[src/gsi_cfg.svh]
// Register offsets, field positions, reset values and timing counts of the sequencer.
`ifndef GSI_CFG_SVH
`define GSI_CFG_SVH

// Word-aligned byte offsets on the register bus.
`define GSI_OFF_CTRL      8'h00
`define GSI_OFF_RUN_RPM   8'h04
`define GSI_OFF_CRANK_RPM 8'h08
`define GSI_OFF_TEETH     8'h0c
`define GSI_OFF_OIL_SET   8'h10
`define GSI_OFF_START_TMR 8'h14
`define GSI_OFF_STOP_TMR  8'h18
`define GSI_OFF_INH_MASK  8'h1c
`define GSI_OFF_STATUS    8'h20
`define GSI_OFF_SPEED     8'h24

// Control register field positions.
`define GSI_CTRL_IDLE_EN   0
`define GSI_CTRL_START_EN  1
`define GSI_CTRL_STOP_EN   2
`define GSI_CTRL_IDLE_OUT  3
`define GSI_CTRL_TEMP_MODE 4
`define GSI_CTRL_CRANK_DI  5
`define GSI_CTRL_SRC_LO    6
`define GSI_CTRL_OIL_LO    9

// Reset values: run source frequency, speeds in RPM, times in tenths of a minute.
`define GSI_RST_CTRL      11'h080
`define GSI_RST_RUN_RPM   12'h3e8
`define GSI_RST_CRANK_RPM 11'h190
`define GSI_RST_TEETH     9'h000
`define GSI_RST_OIL_SET   11'h000
`define GSI_RST_TMR       14'hbb8
`define GSI_RST_INH_MASK  8'h00

// Timing: clock rate, speed gate window and timer tick of 0.1 min.
`define GSI_CLK_KHZ      250000
`define GSI_GATE_MS      1000
`define GSI_TICK_MS      6000
`define GSI_GATE_CYC     (`GSI_GATE_MS * `GSI_CLK_KHZ)
`define GSI_TICK_CYC     (`GSI_TICK_MS * `GSI_CLK_KHZ)
`define GSI_RPM_PER_HZ   60

`endif

[src/gsi_pkg.sv]
// Types shared by the start and idle sequencer modules.
package gsi_pkg;

  // Sequencer states.
  typedef enum logic [2:0] {
    GSI_STOPPED,
    GSI_CRANK,
    GSI_IDLE_START,
    GSI_RUN,
    GSI_IDLE_STOP
  } gsi_state_e;

  // Running-detection source codes as held in the control register.
  typedef enum logic [2:0] {
    GSI_SRC_DI     = 3'h0,
    GSI_SRC_PICKUP = 3'h1,
    GSI_SRC_FREQ   = 3'h2,
    GSI_SRC_ENGBUS = 3'h3,
    GSI_SRC_OIL    = 3'h4
  } gsi_run_src_e;

endpackage : gsi_pkg

[src/gsi_sequencer.sv]
// Start termination, running detection and idle-run sequencing with a Wishbone slave.
//
// Contract
// - Crank-release speed level is software configurable.
// - Running at running threshold, default 1000 RPM.
// - Release start relay at crank threshold, 400.
// - Pickup speed uses configured tooth count.
// - Crank release from pickup speed or input.
// - Oil pressure above set value means running.
// - Separate start and stop idle timers, enables.
// - Idle select never blocks stopping.
// - Temperature hold starts and prevents stopping.
// - Timers in use override idle select.
// - One dedicated output commands governor idle.
// - Idle after start, idle before stop.
// - No timers: idle while select active.
// - Idle needs enable and assigned output.
// - Temperature mode idles while coolant cold.
// - Idle inhibits selected alarms, oil alarms stay.
// - Running stays asserted during idle.
// - Running drops the start relay.
//
// The implementer's own choices: register access over Wishbone and the register offsets.
`include "gsi_cfg.svh"
`timescale 1ns/1ns
module gsi_sequencer import gsi_pkg::*; #(
  parameter int unsigned GATE_CYC = `GSI_GATE_CYC,
  parameter int unsigned TICK_CYC = `GSI_TICK_CYC,
  parameter int unsigned CNT_W    = 20
) (
  // Clock and reset.
  input  wire logic        clk_i,
  input  wire logic        rst_i,
  // Wishbone classic slave.
  input  wire logic        wb_cyc_i,
  input  wire logic        wb_stb_i,
  input  wire logic        wb_we_i,
  input  wire logic [7:0]  wb_adr_i,
  input  wire logic [3:0]  wb_sel_i,
  input  wire logic [31:0] wb_dat_i,
  output logic [31:0]      wb_dat_o,
  output logic             wb_ack_o,
  // Digital pins, asynchronous.
  input  wire logic        start_cmd_i,
  input  wire logic        stop_cmd_i,
  input  wire logic        run_feedback_i,
  input  wire logic        remove_starter_i,
  input  wire logic        low_speed_i,
  input  wire logic        temp_hold_i,
  input  wire logic        tooth_pulse_pickup_i,
  // Measurement results on the same clock.
  input  wire logic        freq_running_i,
  input  wire logic        engine_bus_interface_run_i,
  input  wire logic [43:0] resistive_sensor_input_i,
  input  wire logic        coolant_cold_i,
  input  wire logic [7:0]  alarm_raw_i,
  input  wire logic [3:0]  oil_alarm_raw_i,
  // Outputs to starter, governor, engine and alarm handling.
  output logic             start_relay_o,
  output logic             running_o,
  output logic             idle_cmd_o,
  output logic             run_request_o,
  output logic [7:0]       alarm_o,
  output logic [3:0]       oil_alarm_o
);

  // Speed test without a divider: pulses * 60 against rpm * teeth.
  function automatic logic speed_ge(input logic [CNT_W-1:0] cnt, input logic [11:0] rpm,
                                    input logic [8:0] teeth);
    logic [31:0] lhs;
    logic [31:0] rhs;
    lhs = 32'(cnt) * 32'(`GSI_RPM_PER_HZ);
    rhs = 32'(rpm) * 32'(teeth);
    return (teeth != 9'h0) && (lhs >= rhs);
  endfunction : speed_ge

  // Byte-lane merge of a write into an old register value.
  function automatic logic [31:0] wb_merge(input logic [31:0] old, input logic [31:0] dat,
                                           input logic [3:0] sel);
    logic [31:0] res;
    res = old;
    for (int i = 0; i < 4; i++) begin
      if (sel[i]) begin
        res[i*8 +: 8] = dat[i*8 +: 8];
      end
    end
    return res;
  endfunction : wb_merge

  // Configuration registers.
  logic [10:0]      ctrl;
  logic [11:0]      run_rpm;
  logic [10:0]      crank_rpm;
  logic [8:0]       teeth;
  logic [10:0]      oil_set;
  logic [13:0]      start_tmr;
  logic [13:0]      stop_tmr;
  logic [7:0]       inh_mask;
  // Pin synchronisers and sequencer state.
  logic [5:0]       pin_s1;
  logic [5:0]       pin_s2;
  gsi_state_e       state;
  gsi_state_e       next_state;
  logic             crank_released;
  logic [CNT_W-1:0] pulses;
  logic             start_done;
  logic             stop_done;
  logic [31:0]      rd_mux;
  logic [10:0]      oil_val;
  logic             run_det;

  // Two flip-flops on every pin before any logic reads it.
  always_ff @(posedge clk_i) begin
    pin_s1 <= {temp_hold_i, start_cmd_i, stop_cmd_i, run_feedback_i, remove_starter_i,
               low_speed_i};
    pin_s2 <= pin_s1;
  end

  wire start_s   = pin_s2[4];
  wire stop_s    = pin_s2[3];
  wire runfb_s   = pin_s2[2];
  wire remove_s  = pin_s2[1];
  wire lowspd_s  = pin_s2[0];
  wire temp_s    = pin_s2[5];

  // Bus decode; one wait state, unmapped reads return zero and writes are dropped.
  wire wb_req    = wb_cyc_i & wb_stb_i & ~wb_ack_o;
  wire wb_wr     = wb_req & wb_we_i;
  wire hit_ctrl  = (wb_adr_i == `GSI_OFF_CTRL);
  wire hit_run   = (wb_adr_i == `GSI_OFF_RUN_RPM);
  wire hit_crank = (wb_adr_i == `GSI_OFF_CRANK_RPM);
  wire hit_teeth = (wb_adr_i == `GSI_OFF_TEETH);
  wire hit_oil   = (wb_adr_i == `GSI_OFF_OIL_SET);
  wire hit_stt   = (wb_adr_i == `GSI_OFF_START_TMR);
  wire hit_spt   = (wb_adr_i == `GSI_OFF_STOP_TMR);
  wire hit_inh   = (wb_adr_i == `GSI_OFF_INH_MASK);
  // The read mux already holds the addressed register, so one merge serves every write.
  wire [31:0] wr_word = wb_merge(rd_mux, wb_dat_i, wb_sel_i);

  // Register writes; each field keeps only its own width.
  always_ff @(posedge clk_i) begin
    if (rst_i) begin
      ctrl      <= `GSI_RST_CTRL;
      run_rpm   <= `GSI_RST_RUN_RPM;
      crank_rpm <= `GSI_RST_CRANK_RPM;
      teeth     <= `GSI_RST_TEETH;
      oil_set   <= `GSI_RST_OIL_SET;
      start_tmr <= `GSI_RST_TMR;
      stop_tmr  <= `GSI_RST_TMR;
      inh_mask  <= `GSI_RST_INH_MASK;
    end else if (wb_wr) begin
      if (hit_ctrl)  ctrl      <= wr_word[10:0];
      if (hit_run)   run_rpm   <= wr_word[11:0];
      if (hit_crank) crank_rpm <= wr_word[10:0];
      if (hit_teeth) teeth     <= wr_word[8:0];
      if (hit_oil)   oil_set   <= wr_word[10:0];
      if (hit_stt)   start_tmr <= wr_word[13:0];
      if (hit_spt)   stop_tmr  <= wr_word[13:0];
      if (hit_inh)   inh_mask  <= wr_word[7:0];
    end
  end

  // Control fields.
  wire       idle_en    = ctrl[`GSI_CTRL_IDLE_EN];
  wire       start_en   = ctrl[`GSI_CTRL_START_EN];
  wire       stop_en    = ctrl[`GSI_CTRL_STOP_EN];
  wire       idle_out   = ctrl[`GSI_CTRL_IDLE_OUT];
  wire       temp_mode  = ctrl[`GSI_CTRL_TEMP_MODE];
  wire       crank_di   = ctrl[`GSI_CTRL_CRANK_DI];
  wire [2:0] run_src    = ctrl[`GSI_CTRL_SRC_LO +: 3];
  wire [1:0] oil_idx    = ctrl[`GSI_CTRL_OIL_LO +: 2];

  // Read data selection, including live state and measured pulses.
  always_comb begin
    case (wb_adr_i)
      `GSI_OFF_CTRL:      rd_mux = 32'(ctrl);
      `GSI_OFF_RUN_RPM:   rd_mux = 32'(run_rpm);
      `GSI_OFF_CRANK_RPM: rd_mux = 32'(crank_rpm);
      `GSI_OFF_TEETH:     rd_mux = 32'(teeth);
      `GSI_OFF_OIL_SET:   rd_mux = 32'(oil_set);
      `GSI_OFF_START_TMR: rd_mux = 32'(start_tmr);
      `GSI_OFF_STOP_TMR:  rd_mux = 32'(stop_tmr);
      `GSI_OFF_INH_MASK:  rd_mux = 32'(inh_mask);
      `GSI_OFF_STATUS:    rd_mux = {24'h0, state, idle_cmd_o, running_o, start_relay_o,
                                    run_request_o, crank_released};
      `GSI_OFF_SPEED:     rd_mux = 32'(pulses);
      default:            rd_mux = 32'h0;
    endcase
  end

  // Acknowledge one cycle after the request; ack drops in the following cycle.
  always_ff @(posedge clk_i) begin
    if (rst_i) begin
      wb_ack_o <= 1'b0;
      wb_dat_o <= 32'h0;
    end else begin
      wb_ack_o <= wb_req;
      wb_dat_o <= wb_req ? rd_mux : 32'h0;
    end
  end

  // Pickup speed measurement; the meter brings the pin into this clock itself.
  gsi_speed_meter #(
    .GATE_CYC (GATE_CYC),
    .CNT_W    (CNT_W)
  ) u_speed (
    .clk_i                (clk_i),
    .rst_i                (rst_i),
    .tooth_pulse_pickup_i (tooth_pulse_pickup_i),
    .pulses_o             (pulses)
  );

  // Oil pressure of the chosen multi-input, in tenths.
  always_comb begin
    case (oil_idx)
      2'h0:    oil_val = resistive_sensor_input_i[10:0];
      2'h1:    oil_val = resistive_sensor_input_i[21:11];
      2'h2:    oil_val = resistive_sensor_input_i[32:22];
      default: oil_val = resistive_sensor_input_i[43:33];
    endcase
  end

  // Running detection from exactly one source; unknown codes never report running.
  always_comb begin
    case (run_src)
      GSI_SRC_DI:     run_det = runfb_s;
      GSI_SRC_PICKUP: run_det = speed_ge(pulses, run_rpm, teeth);
      GSI_SRC_FREQ:   run_det = freq_running_i;
      GSI_SRC_ENGBUS: run_det = engine_bus_interface_run_i;
      GSI_SRC_OIL:    run_det = (oil_val > oil_set);
      default:        run_det = 1'b0;
    endcase
  end

  // Crank release from speed or the remove-starter input.
  wire crank_spd  = speed_ge(pulses, {1'b0, crank_rpm}, teeth);
  wire crank_ev   = crank_di ? remove_s : crank_spd;

  // Idle-run qualification; an enabled timer overrides the select input.
  wire idle_ok    = idle_en & idle_out;
  wire timers_off = ~start_en & ~stop_en;
  wire sel_idle   = (timers_off & lowspd_s) | (temp_mode & coolant_cold_i);
  wire start_req  = start_s | temp_s;
  // Only the stop command and the hold input decide stopping, never the idle select.
  wire stop_req   = stop_s & ~temp_s;

  // Next state of the sequence.
  always_comb begin
    next_state = state;
    case (state)
      GSI_STOPPED: begin
        if (start_req && !stop_req) next_state = GSI_CRANK;
      end
      GSI_CRANK: begin
        if (stop_req) begin
          next_state = GSI_STOPPED;
        end else if (run_det) begin
          next_state = (idle_ok && start_en) ? GSI_IDLE_START : GSI_RUN;
        end
      end
      GSI_IDLE_START: begin
        if (stop_req) begin
          next_state = (idle_ok && stop_en) ? GSI_IDLE_STOP : GSI_STOPPED;
        end else if (start_done) begin
          next_state = GSI_RUN;
        end
      end
      GSI_RUN: begin
        if (stop_req) begin
          next_state = (idle_ok && stop_en) ? GSI_IDLE_STOP : GSI_STOPPED;
        end
      end
      GSI_IDLE_STOP: begin
        // The hold input keeps the set in idle past the stop delay.
        if (stop_done && !temp_s) next_state = GSI_STOPPED;
      end
      default: next_state = GSI_STOPPED;
    endcase
  end

  // Independent start and stop idle timers.
  gsi_min_timer #(.TICK_CYC (TICK_CYC)) u_start_tmr (
    .clk_i    (clk_i),
    .rst_i    (rst_i),
    .en_i     (state == GSI_IDLE_START),
    .preset_i (start_tmr),
    .done_o   (start_done)
  );

  gsi_min_timer #(.TICK_CYC (TICK_CYC)) u_stop_tmr (
    .clk_i    (clk_i),
    .rst_i    (rst_i),
    .en_i     (state == GSI_IDLE_STOP),
    .preset_i (stop_tmr),
    .done_o   (stop_done)
  );

  // Derived output levels.
  wire in_idle_st = (next_state == GSI_IDLE_START) || (next_state == GSI_IDLE_STOP);
  wire next_idle  = idle_ok && (in_idle_st || (next_state == GSI_RUN && sel_idle));
  wire next_run   = (next_state != GSI_STOPPED) && (next_state != GSI_CRANK);
  // A fresh crank clears the release memory so the starter engages again.
  wire next_rel   = (next_state == GSI_CRANK) && (crank_released || crank_ev);

  // Sequencer register and outputs, all taken straight from flip-flops.
  always_ff @(posedge clk_i) begin
    if (rst_i) begin
      state          <= GSI_STOPPED;
      crank_released <= 1'b0;
      start_relay_o  <= 1'b0;
      running_o      <= 1'b0;
      idle_cmd_o     <= 1'b0;
      run_request_o  <= 1'b0;
      alarm_o        <= 8'h00;
      oil_alarm_o    <= 4'h0;
    end else begin
      state          <= next_state;
      crank_released <= next_rel;
      start_relay_o  <= (next_state == GSI_CRANK) && !next_rel && !run_det;
      running_o      <= run_det || next_run;
      idle_cmd_o     <= next_idle;
      run_request_o  <= (next_state != GSI_STOPPED);
      alarm_o        <= alarm_raw_i & ~(inh_mask & {8{next_idle}});
      oil_alarm_o    <= oil_alarm_raw_i;
    end
  end

endmodule : gsi_sequencer

[src/gsi_speed_meter.sv]
// Counts tooth pulses of the pickup over a fixed gate window.
`timescale 1ns/1ns
module gsi_speed_meter #(
  parameter int unsigned GATE_CYC = 250000000,
  parameter int unsigned CNT_W    = 20
) (
  // Clock and reset.
  input  wire logic             clk_i,
  input  wire logic             rst_i,
  // Raw pickup pin.
  input  wire logic             tooth_pulse_pickup_i,
  // Pulses counted in the last complete window.
  output logic [CNT_W-1:0]      pulses_o
);

  logic             sync1;
  logic             sync2;
  logic             prev;
  logic [31:0]      gate;
  logic [CNT_W-1:0] acc;
  wire              rise = sync2 & ~prev;
  wire              gate_end = (gate == GATE_CYC - 1);

  // The pin is asynchronous, so only the second stage feeds the edge detector.
  always_ff @(posedge clk_i) begin
    sync1 <= tooth_pulse_pickup_i;
    sync2 <= sync1;
    prev  <= sync2;
  end

  // Gate window; the count saturates rather than wrapping at very high rates.
  always_ff @(posedge clk_i) begin
    if (rst_i) begin
      gate     <= 32'h0;
      acc      <= '0;
      pulses_o <= '0;
    end else if (gate_end) begin
      gate     <= 32'h0;
      pulses_o <= acc;
      acc      <= {{(CNT_W-1){1'b0}}, rise};
    end else begin
      gate <= gate + 32'h1;
      if (rise && acc != {CNT_W{1'b1}}) begin
        acc <= acc + 1'b1;
      end
    end
  end

endmodule : gsi_speed_meter

[src/gsi_min_timer.sv]
// Down counter in tenths of a minute, running while its enable is high.
`timescale 1ns/1ns
module gsi_min_timer #(
  parameter int unsigned TICK_CYC = 1500000000
) (
  // Clock and reset.
  input  wire logic        clk_i,
  input  wire logic        rst_i,
  // Run enable and preset in tenths of a minute.
  input  wire logic        en_i,
  input  wire logic [13:0] preset_i,
  // High once the preset time has elapsed, until the enable falls.
  output logic             done_o
);

  logic [30:0] tick;
  logic [13:0] remain;
  wire         tick_end = (tick == 31'(TICK_CYC - 1));

  // Dropping the enable reloads the preset, so each use starts a fresh delay.
  always_ff @(posedge clk_i) begin
    if (rst_i || !en_i) begin
      tick   <= 31'h0;
      remain <= preset_i;
      done_o <= 1'b0;
    end else if (remain == 14'h0) begin
      done_o <= 1'b1;
    end else if (tick_end) begin
      tick   <= 31'h0;
      remain <= remain - 14'h1;
    end else begin
      tick <= tick + 31'h1;
    end
  end

endmodule : gsi_min_timer

[config.mk]
export PLATFORM = sky130hd
export DESIGN_NAME = gsi_sequencer
export DESIGN_NICKNAME = d
export VERILOG_FILES = /design/src/gsi_pkg.sv /design/src/gsi_sequencer.sv /design/src/gsi_speed_meter.sv /design/src/gsi_min_timer.sv
export VERILOG_INCLUDE_DIRS = /design/src /design/src/src
export SDC_FILE = /design/constraint.sdc
export NUM_CORES = 1
export LEC_CHECK = 0
export ABC_AREA = 1
export BUFFER_PORTS_ARGS = -buffer_cell sky130_fd_sc_hd__buf_2
export CORE_MARGIN = 2
export CORE_UTILIZATION = 48
export DETAILED_ROUTE_END_ITERATION = 10
export GPL_ROUTABILITY_DRIVEN = 0
export GPL_TIMING_DRIVEN = 0
export PLACE_DENSITY = 0.66
export SLEW_MARGIN = 20
export SYNTH_ARGS = -nofsm -noshare
export SYNTH_HDL_FRONTEND = slang
export SYNTH_SLANG_ARGS = --single-unit
export TNS_END_PERCENT = 50
[constraint.sdc]
create_clock -name clk_i -period 13.15 [get_ports clk_i]
set_clock_uncertainty 0.2 [all_clocks]
set_input_delay 1.315 -clock clk_i [delete_from_list [all_inputs] [get_ports clk_i]]
set_output_delay 1.315 -clock clk_i [all_outputs]
set_load 0.03 [all_outputs]
Word-level counts from Yosys, hierarchy flattened
Index checks and enable logic that the tools add are counted.
{"block": "classes", "n_addsub": 6, "multipliers": 3, "n_lt_le_gt_ge": 3, "eq_ne": 30, "mux": 26, "n_bitwise": 20, "reduce_logical": 48}
{"cell": "$pmux 20 s10", "count": 1}
{"cell": "$mux 14", "count": 6}
{"cell": "$add 31x1->31 const B", "count": 2}
{"cell": "$eq 31x31->1 const B", "count": 2}
{"cell": "$mux 31", "count": 2}
{"cell": "$pmux 11 s3", "count": 1}
{"cell": "$add 32x1->32 const B", "count": 1}
{"cell": "$eq 32x28->1 const B", "count": 1}
{"cell": "$eq 8x5->1 const B", "count": 4}
{"cell": "$logic_not 14->1", "count": 2}
{"cell": "$sub 14x1->14 const B", "count": 2}
{"cell": "$ge 26x20->1", "count": 1}
{"cell": "$ge 26x21->1", "count": 1}
{"cell": "$mul 20x4->24 const B", "count": 1}
{"cell": "$mux 3", "count": 8}
{"cell": "$mul 12x9->21", "count": 1}
{"cell": "$add 20x1->20 const B", "count": 1}
{"cell": "$mul 11x9->20", "count": 1}
{"cell": "$ne 20x20->1 const B", "count": 1}
{"cell": "$reduce_and 2->1", "count": 10}
{"cell": "$eq 3x2->1 const B", "count": 6}
{"cell": "$and 8x8->8", "count": 2}
{"cell": "$eq 8x4->1 const B", "count": 2}
{"cell": "$eq 8x6->1 const B", "count": 2}
{"cell": "other kinds (27)", "count": 75}
{"block": "word_totals", "reg_bits": 310, "inputBits": 115, "out_inout_bits": 49, "wordCells": 169}

Depth between registers and ports, before layout
Gate-level depths: netlist of the first run.
{"block": "logic_depth", "ltp_word": 14, "depth_mapped": 41, "mapped_depth_nobuf": 39}

By module
A second synthesis of the first run with hierarchy kept.
{"block": "unflattened", "cells_unflattened": 3737, "area_unflattened_um2": 26115.0}
{"module": "gsi_sequencer", "instances": 1, "cells_per_inst": 2200, "area_each_um2": 15916.5, "seq_area_each_um2": 2862.7}
{"module": "gsi_min_timer", "instances": 2, "cells_per_inst": 481, "area_each_um2": 3168.0, "seq_area_each_um2": 1061.0}
{"module": "gsi_speed_meter", "instances": 1, "cells_per_inst": 575, "area_each_um2": 3862.5, "seq_area_each_um2": 1501.4}

Worst setup path after synthesis of the first run
No wires, ideal clock.
{"block": "synth_timing", "kind": "register to register", "start": "reg teeth[8]", "end": "reg alarm_o[0]", "arrival_ps": 5962, "path_slack_ps": 6879, "stages_incl_launch_ff": 37, "path_cell_list": "dfxtp_1 > clkbuf_1 > clkbuf_1 > nand2_1 > fa_1 > fa_1 > inv_1 > fa_1 > fa_1 > ha_1 > a21o_1 > a21oi_1 > nand2_1 > a21oi_1 > o21ai_0 > nand3_1 > nand2_1 > a21boi_0 > xor2_1 > ha_1 > nand2_1 > nor3_1 > nand2_1 > nand2_1 > nand2_1 > nand2_1 > nand2_1 > nand2_1 > nand2_1 > nand3_1 > nand2_1 > nand3_1 > nand2_1 > a21oi_4 > nand3_1 > nand2_1 > inv_1"}
{"block": "synth_via", "elab_chain_len": 14, "word_cells_on_any_way": 18, "classes_between": "1 x mul; 1 x order compare; 3 x eq/ne; 4 x mux; 3 x bitwise; 6 x reduce/logical"}
{"element": "start: declaration", "line_no": "gsi_sequencer.sv:94", "source": "logic [8:0] teeth;"}
{"element": "start signal: assignment", "line_no": "gsi_sequencer.sv:146", "source": "teeth <= `GSI_RST_TEETH;"}
{"element": "start signal: assignment", "line_no": "gsi_sequencer.sv:155", "source": "if (hit_teeth) teeth <= wr_word[8:0];"}
{"element": "$mul 12x9->21", "line_no": "gsi_sequencer.sv:73", "source": "rhs = 32'(rpm) * 32'(teeth);"}
{"element": "$ge 26x21->1", "line_no": "gsi_sequencer.sv:74", "source": "return (teeth != 9'h0) && (lhs >= rhs);"}
{"element": "$logic_and 1x1->1 *", "line_no": "gsi_sequencer.sv:74"}
{"element": "$pmux 1 s5 *", "line_no": "gsi_sequencer.sv:225", "source": "case (run_src)"}
{"element": "$mux 3 *", "line_no": "gsi_sequencer.sv:257", "source": "end else if (run_det) begin"}
{"element": "$mux 3 *", "line_no": "gsi_sequencer.sv:255", "source": "if (stop_req) begin"}
{"element": "$pmux 3 s5 *", "line_no": "gsi_sequencer.sv:250", "source": "case (state)"}
{"element": "$eq 3x2->1 (tied with other cells)", "line_no": "gsi_sequencer.sv:299", "source": "wire in_idle_st = (next_state == GSI_IDLE_START) || (next_state == GSI_IDLE_STOP);"}
{"element": "$logic_or 1x1->1 / $logic_and 1x1->1 (equally long branches)", "line_no": "gsi_sequencer.sv:299, gsi_sequencer.sv:300"}
{"element": "$logic_or 1x1->1 *", "line_no": "gsi_sequencer.sv:300", "source": "wire next_idle = idle_ok && (in_idle_st || (next_state == GSI_RUN && sel_idle));"}
{"element": "$logic_and 1x1->1 *", "line_no": "gsi_sequencer.sv:300"}
{"element": "$and 8x8->8 *", "line_no": "gsi_sequencer.sv:323", "source": "alarm_o <= alarm_raw_i & ~(inh_mask & {8{next_idle}});"}
{"element": "$not 8->8 *", "line_no": "gsi_sequencer.sv:323"}
{"element": "$and 8x8->8 *", "line_no": "gsi_sequencer.sv:323"}
{"element": "end signal: assignment", "line_no": "gsi_sequencer.sv:323"}
{"element": "end: declaration", "line_no": "gsi_sequencer.sv:63", "source": "output logic [7:0] alarm_o,"}
Every way passes the cells marked *; elsewhere a longest branch is shown, timed or not.
A chain may end at the register's enable or synchronous reset.

Worst setup path in the final report of the first run
{"block": "layout_timing", "start": "reg teeth[8]", "end": "reg alarm_o[7]"}
Same word-level chain as after synthesis.

==> impl_metrics.csv, run 1 <==
group,metric,value,unit
run_status,outcome,"finished clean",
floorplanning,die_y,229,um
detailed_routing,post_route_m1_wl,30000,um
floorplanning,die_w,229,um
placement,pre_cts_ws,5260,ps
worst_setup_path,timing.critical_path.slowest_stage_cell,"sky130_fd_sc_hd__fa_1",
yosys,synth_area_leader_cell,"sky130_fd_sc_hd__dfxtp_1",
cts,insertion_delay,570,ps
yosys,synth.avg_cell_area,7.39,um^2
cts,cts_htree_levels,2,
detailed_routing,dr_total_vias,21700,
floorplanning,placementRows,82,
cts,clk_transition_reported_paths,70,ps
global_routing,vias_in_the_first_global_route,20700,
sta,setup_viol,0,
sta,hold_violations,0,
sta,slew_margin_rel,45.8,%
global_routing,grt_max_degree,24,
yosys,ys_warn_count,0,
cts,post-cts-setup-buffer-count,0,
detailed_routing,drt-initial-drc-count,1607,
job,timing.max_cap.violations,0,
layout,area.growth.synth_to_final,11.6,%
power,cellLeakagePower,13.3,nW
global_routing,grt_pass1_wl,108000,um
power,power.ir.vdd_worst,90.5,uV
layout,finish.net_count,3906,
detailed_routing,routed_met2_length,30000,um
detailed_routing,wirelength,67200,um
detailed_routing,routed-wl-met3,4410,um
yosys,synth_largest_type_area_fraction,23.3,%
sta,setup_tns,0,ps
placement,portBuffers,129,
global_routing,gr-total-overflow,0,
worst_setup_path,r2r_setup_slack,5200,ps
yosys,netlist-cell-type-count,66,
detailed_routing,dr.max_layer_used,"met5",
floorplanning,floorplan.die_area,0.0523,mm^2
worst_setup_path,cp_most_frequent_cell,"sky130_fd_sc_hd__nand2_1",
sta,report.final.slew_viol_count,0,
sta,fin_worst_setup_slack,5200,ps
floorplanning,ios,164,
sta,fin_crit,7950,ps
yosys,syn_area,0.0242,mm^2
cts,cts.path.max_buffers,3,
detailed_routing,ant_nets,0,
cts,cts_made_buffers,37,
cts,cts_tree,"built",
worst_setup_path,cp_slowest_stage_delay,560,ps
min_path,timing.hold.worst.class,"reg2reg",
layout,final-seq-area,0.00649,mm^2
detailed_routing,drc_errors,0,
floorplanning,core_region_area,0.0500,mm^2
layout,multi_input_comb_area,0.0148,mm^2
power,power-per-cell-area,78.8,mW/mm^2
sta,timing.fmax,0.126,GHz
placement,numPlacedInstances,4090,
yosys,async_reset_ff_share,0,%
yosys,yosys-top-cells-area,"sky130_fd_sc_hd__dfxtp_1 23%, sky130_fd_sc_hd__fa_1 14%, sky130_fd_sc_hd__inv_1 10%, sky130_fd_sc_hd__nand2_1 10%, sky130_fd_sc_hd__ha_1 8.4%",
yosys,ys_seq_area_share,26.8,%
detailed_routing,number_of_iterations_in_the_first_detailed_routing_pass,6,
sta,tightest_slew,813,ps
sta,grt_setup_unrepaired,"false",
yosys,dominantRegCellSynth,"sky130_fd_sc_hd__dfxtp_1",
cts,cts.root.buffer_cell,"sky130_fd_sc_hd__clkbuf_16",
cts,cts_hold_buffers,0,
yosys,synth_seq_cells,310,
detailed_routing,route.detailed.wl_per_inst,16.2,um
worst_setup_path,crit_path_start_kind,"flop",
yosys,number_of_enable_type_register_cells_in_the_synthesized_netlist,28,
worst_setup_path,critical_path_required,13460,ps
cts,cts_repair_resize_count,0,
detailed_routing,drt-vias-per-instance,5.23,
placement,post-dp-hpwl,53200,um
layout,nFillCells,4946,
floorplanning,initial_standard_cell_utilization_of_the_core,48.5,%
cts,clock_sinks,310,
yosys,synth_cells,3278,
sta,final.period_utilization,60.5,%
worst_setup_path,endpoint_kind,"flop",
layout,stdcell_count,4157,
global_routing,globalRouteTotalUtil,25.7,%
worst_setup_path,largest_fanout_on_the_critical_path,10,
layout,drive_above_1_share,8.07,%
worst_setup_path,worst-setup-path-type,"reg2reg",
worst_setup_path,crit_arrival,8270,ps
global_routing,antenna_found_initial,2,
==> sequential cells by signal, indices dropped and copies added, names as in the netlist, 4 cells and up <==
register / cells
pin_s1: 6
pin_s2: 6
run_rpm: 12
inh_mask: 8
u_start_tmr.remain: 14
alarm_o: 8
teeth: 9
u_stop_tmr.remain: 14
oil_set: 11
u_start_tmr.tick: 31
wb_dat_o: 20
u_speed.gate: 32
crank_rpm: 11
ctrl: 11
u_stop_tmr.tick: 31
stop_tmr: 14
oil_alarm_o: 4
u_speed.acc: 20
u_speed.pulses_o: 20
start_tmr: 14
==> per-stage QoR <==
step	power (mW)	util [%]	hold WS, ps	cell area (um^2)
finish	2.13	54.1	125	27000
global route	2.19	54.1	129	27000
CTS	2.15	54.1	125	27000
detailed placement	1.08	51.5	112	25700
global placement	1.08	51.5	111	25700
floorplan	1.04	-	110	24300
==> final timing paths <==
check,end,depth (start not counted),from
worst max-delay path,alarm_o[7]$_SDFF_PP0_,38,teeth[8]$_SDFFE_PP0P_
worst min-delay path,pin_s2[2]$_DFF_P_,0,pin_s1[2]$_DFF_P_
worst min register to register,pin_s2[2]$_DFF_P_,0,pin_s1[2]$_DFF_P_
worst max register to register,alarm_o[7]$_SDFF_PP0_,38,teeth[8]$_SDFFE_PP0P_
==> layout make-up <==
cell class	instances	area share [%]
antenna	1	0.00926
buffer	113	1.76
clock buffer	47	3.87
clock inverter	19	0.838
inverter	670	9.31
multi-input combinational	2196	54.7
sequential	310	24.0
tap	672	3.11
timing repair buffer	129	2.39
==> cell usage after synthesis, drive strengths merged (3+ instances only) <==
master,instances
fa,172
a221oi,20
nand4,57
o221ai,3
nor3b,11
clkbuf,90
nor2,250
dfxtp,282
nor3,81
ha,162
o21ai,210
nand3,90
a31oi,15
o21bai,6
a21boi,4
buf,23
nand2,662
xor2,43
a211oi,10
o22ai,13
o21a,10
o211ai,11
a22oi,3
edfxtp,28
and3,5
a21o,6
inv,670
a21oi,239
o2111ai,9
o31ai,4
or2,10
xnor2,32
nor4,33
==> logic make-up after synthesis <==
logic type,count (synthesis),share of synthesized area (%)
AO/OA/AOI/OAI,568,13.1
XOR/XNOR,75,2.71
adder cells (fa/ha/maj),334,22.6
buffers and inverters,783,12.4
flip-flops,310,26.8
multiplexers,2,0.0827
other,1,0.0155
AND/OR/NAND/NOR,1205,22.4
==> layout by cell type (no fill, tap or decap), types with 25 or more instances in the layout <==
| cell type | synthesis | final |
|---|---|---|
| sky130_fd_sc_hd__inv_1 | 661 | 661 |
| sky130_fd_sc_hd__nand2_1 | 649 | 649 |
| sky130_fd_sc_hd__nand4_1 | 55 | 55 |
| sky130_fd_sc_hd__xor2_1 | 43 | 43 |
| sky130_fd_sc_hd__clkbuf_16 | 0 | 38 |
| sky130_fd_sc_hd__buf_2 | 3 | 132 |
| sky130_fd_sc_hd__o21ai_0 | 205 | 205 |
| sky130_fd_sc_hd__fa_1 | 172 | 172 |
| sky130_fd_sc_hd__ha_1 | 162 | 162 |
| sky130_fd_sc_hd__dfxtp_1 | 282 | 282 |
| sky130_fd_sc_hd__edfxtp_1 | 28 | 28 |
| sky130_fd_sc_hd__clkbuf_1 | 90 | 93 |
| sky130_fd_sc_hd__nand3_1 | 86 | 86 |
| sky130_fd_sc_hd__nor3_1 | 76 | 76 |
| sky130_fd_sc_hd__nor2_1 | 230 | 230 |
| sky130_fd_sc_hd__a21oi_1 | 237 | 237 |
| sky130_fd_sc_hd__nor4_1 | 25 | 25 |
| sky130_fd_sc_hd__xnor2_1 | 32 | 32 |
==> per-layer routing <==
metal  up-vias  track usage, %
li1      10800               -
met1     10100            35.1
met2       687            41.2
met3       125            3.34
met4         2            10.5
met5         -               0
==> where the power goes <==
part	switching, mW	internal, mW
clock	0.423	0.645
combinational	0.0664	0.0300
sequential	0.00452	0.960
total	0.494	1.64
==> critical path: cells and delay by family (launching register included) <==
kind	cells	cell delay (ps)
AO/OA/AOI/OAI	8	1330
AND/OR/NAND/NOR	19	1940
adder cells (fa/ha/maj)	6	2770
XOR/XNOR	1	270
buffers and inverters	4	1090
flip-flops	1	310
Power figures use the tool's default switching activity.
==> inputs of run 2 (changes only) <==
--- a/config.mk
+++ b/config.mk
@@ -13,7 +13,7 @@
 export DETAILED_ROUTE_END_ITERATION = 10
 export GPL_ROUTABILITY_DRIVEN = 0
 export GPL_TIMING_DRIVEN = 0
-export PLACE_DENSITY = 0.66
+export PLACE_DENSITY = 0.68
 export SLEW_MARGIN = 20
 export SYNTH_ARGS = -nofsm -noshare
 export SYNTH_HDL_FRONTEND = slang
==> constraint.sdc (replaced) <==
create_clock -name clk_i -period 6.9 [get_ports clk_i]
set_clock_uncertainty 0.2 [all_clocks]
set_input_delay 0.69 -clock clk_i [delete_from_list [all_inputs] [get_ports clk_i]]
set_output_delay 0.69 -clock clk_i [all_outputs]
set_load 0.03 [all_outputs]
==> run 2 against run 1 <==
Effect of this change: total power rose by 92%; sequential cell count did not move; worst hold slack got worse by 96 ps; core utilization rose by 0.75 points; sequential share of layout area fell by 0.12 points; critical endpoint is now start_relay_o$_SDFF_PP0_; largest power group unchanged; critical path type unchanged.
==> impl_metrics.csv, run 2 (same netlist as run 1, synthesis figures left out) <==
group,metric,value,unit
run_status,outcome,"finished clean",
cts,insertion_delay,570,ps
cts,cts_tree,"built",
detailed_routing,dr_total_vias,21800,
detailed_routing,drt-vias-per-instance,5.27,
sta,grt_setup_unrepaired,"false",
layout,area.growth.synth_to_final,13.1,%
layout,registers_with_the_highest_flip_flop_counts,"u_speed.gate (32), u_start_tmr.tick (31), u_stop_tmr.tick (31)",
cts,clk_transition_reported_paths,60,ps
global_routing,grt_max_degree,24,
worst_setup_path,worst-setup-path-type,"reg2reg",
sta,slew_margin_rel,43.8,%
sta,final.period_utilization,95.4,%
sta,setup_tns,0,ps
detailed_routing,drt-initial-drc-count,1747,
sta,tightest_slew,822,ps
sta,fin_worst_setup_slack,317,ps
sta,hold_slack,29.1,ps
floorplanning,placementRows,82,
power,power-per-cell-area,150,mW/mm^2
worst_setup_path,critical_path_required,7170,ps
power,power.ir.vdd_worst,150,uV
power,cellLeakagePower,13.5,nW
worst_setup_path,path_buf_inv,3,
global_routing,vias_in_the_first_global_route,20400,
sta,hold_violations,0,
layout,multi_input_comb_area,0.0149,mm^2
worst_setup_path,largest_fanout_on_the_critical_path,10,
layout,postLayoutCoreUtil,54.8,%
placement,portBuffers,129,
detailed_routing,wirelength,67700,um
cts,cts_hold_buffers,0,
floorplanning,core_region_area,0.0500,mm^2
sta,report.final.slew_viol_count,0,
layout,nFillCells,4899,
placement,pre_cts_ws,-1080,ps
layout,mostFrequentLayoutCell,"sky130_fd_sc_hd__inv_1",
worst_setup_path,crit_path_start_kind,"flop",
sta,fin_crit,6580,ps
global_routing,gr-total-overflow,0,
sta,timing.fmax,0.152,GHz
floorplanning,initial_standard_cell_utilization_of_the_core,48.5,%
cts,cts_htree_levels,2,
floorplanning,die_y,229,um
worst_setup_path,endpoint_kind,"flop",
detailed_routing,route.detailed.wl_per_inst,16.3,um
layout,finish.net_count,3897,
floorplanning,ios,164,
layout,final-seq-area,0.00654,mm^2
global_routing,grt_pass1_wl,108000,um
placement,post-dp-hpwl,53100,um
floorplanning,floorplan.die_area,0.0523,mm^2
global_routing,globalRouteTotalUtil,25.7,%
worst_setup_path,crit_arrival,6860,ps
detailed_routing,ant_nets,0,
worst_setup_path,r2r_setup_slack,320,ps
detailed_routing,number_of_iterations_in_the_first_detailed_routing_pass,6,
layout,num_antenna_cells,0,
layout,drive_above_1_share,10.1,%
layout,largest_register_ff_count,32,
floorplanning,die_w,229,um
cts,cts.root.buffer_cell,"sky130_fd_sc_hd__clkbuf_16",
detailed_routing,drc_errors,0,
worst_setup_path,timing.critical_path.max_delay_family,"adder cells",
worst_setup_path,timing.critical_path.slowest_stage_cell,"sky130_fd_sc_hd__fa_1",
job,timing.max_cap.violations,0,
min_path,timing.hold.worst.class,"in2reg",
layout,regMostFlops,"u_speed.gate",
worst_setup_path,cp_slowest_stage_delay,540,ps
layout,layout.cells.most_common_list,"661 x sky130_fd_sc_hd__inv_1, 647 x sky130_fd_sc_hd__nand2_1, 259 x sky130_fd_sc_hd__dfxtp_1",
sta,setup_viol,0,
cts,clock_sinks,310,
cts,cts_made_buffers,37,
global_routing,antenna_found_initial,1,
worst_setup_path,cp_most_frequent_cell,"sky130_fd_sc_hd__fa_1",
cts,cts.path.max_buffers,3,
run 2: cell count changes in the layout (fill, tap and decap cells not counted), sizes merged:
cell | before | now
diode | 1 | 0
clkinv | 13 | 7
buf | 152 | 180
bufinv | 4 | 5
inv | 672 | 673
clkbuf | 137 | 105
run 2: through the flow:
stage / instances / instance area (um^2) / total power, mW
6_report: 4148 / 27400 / 4.10
5_1_grt: 4148 / 27400 / 4.22
4_1_cts: 4139 / 27100 / 4.13
3_5_place_dp: 4090 / 25700 / 2.06
3_3_place_gp: 4090 / 25700 / 2.06
2_1_floorplan: 3289 / 24300 / 1.98
run 2: area by class of cell:
cell class / count / share of cell area (%)
Buffer: 88 / 1.96
Clock buffer: 52 / 3.88
Clock inverter: 15 / 0.863
Inverter: 670 / 9.18
Multi-Input combinational cell: 2196 / 54.3
Sequential cell: 310 / 23.9
Tap cell: 672 / 3.07
Timing Repair Buffer: 145 / 2.84
run 2: worst paths after layout:
kind | startpoint | to | cells past startpoint
max | crank_rpm[2]$_SDFFE_PP0P_ | start_relay_o$_SDFF_PP0_ | 27
min reg2reg | u_speed.sync1$_DFF_P_ | u_speed.sync2$_DFF_P_ | 0
max reg2reg | crank_rpm[2]$_SDFFE_PP0P_ | start_relay_o$_SDFF_PP0_ | 27
min | low_speed_i | pin_s1[0]$_DFF_P_ | 1
run 2: per-layer routing:
layer | part of all wire, % | global-route usage, % | up-vias
met5 | 0 | 0 | -
met2 | 45 | 41.4 | 747
met1 | 43 | 34.2 | 10100
met3 | 7.4 | 4.24 | 177
met4 | 4.6 | 10.9 | 0
li1 | - | - | 10800
run 2: repair_timing:
| item | CTS | global route |
|---|---|---|
| pin swaps | 1 | 12 |
| cloned | 0 | 0 |
| endpoints found under the setup margin | 15 | 15 |
| resized for setup | 64 | 67 |
| buffers inserted | 2 | 14 |
| endpoints found under the hold margin | 0 | 0 |
run 2: power by group:
group | leakage, nW | internal, mW | switching (mW) | total, mW
clock | 0.640 | 1.27 | 0.803 | 2.08
combinational | 10.3 | 0.0579 | 0.129 | 0.187
sequential | 2.57 | 1.83 | 0.0107 | 1.84
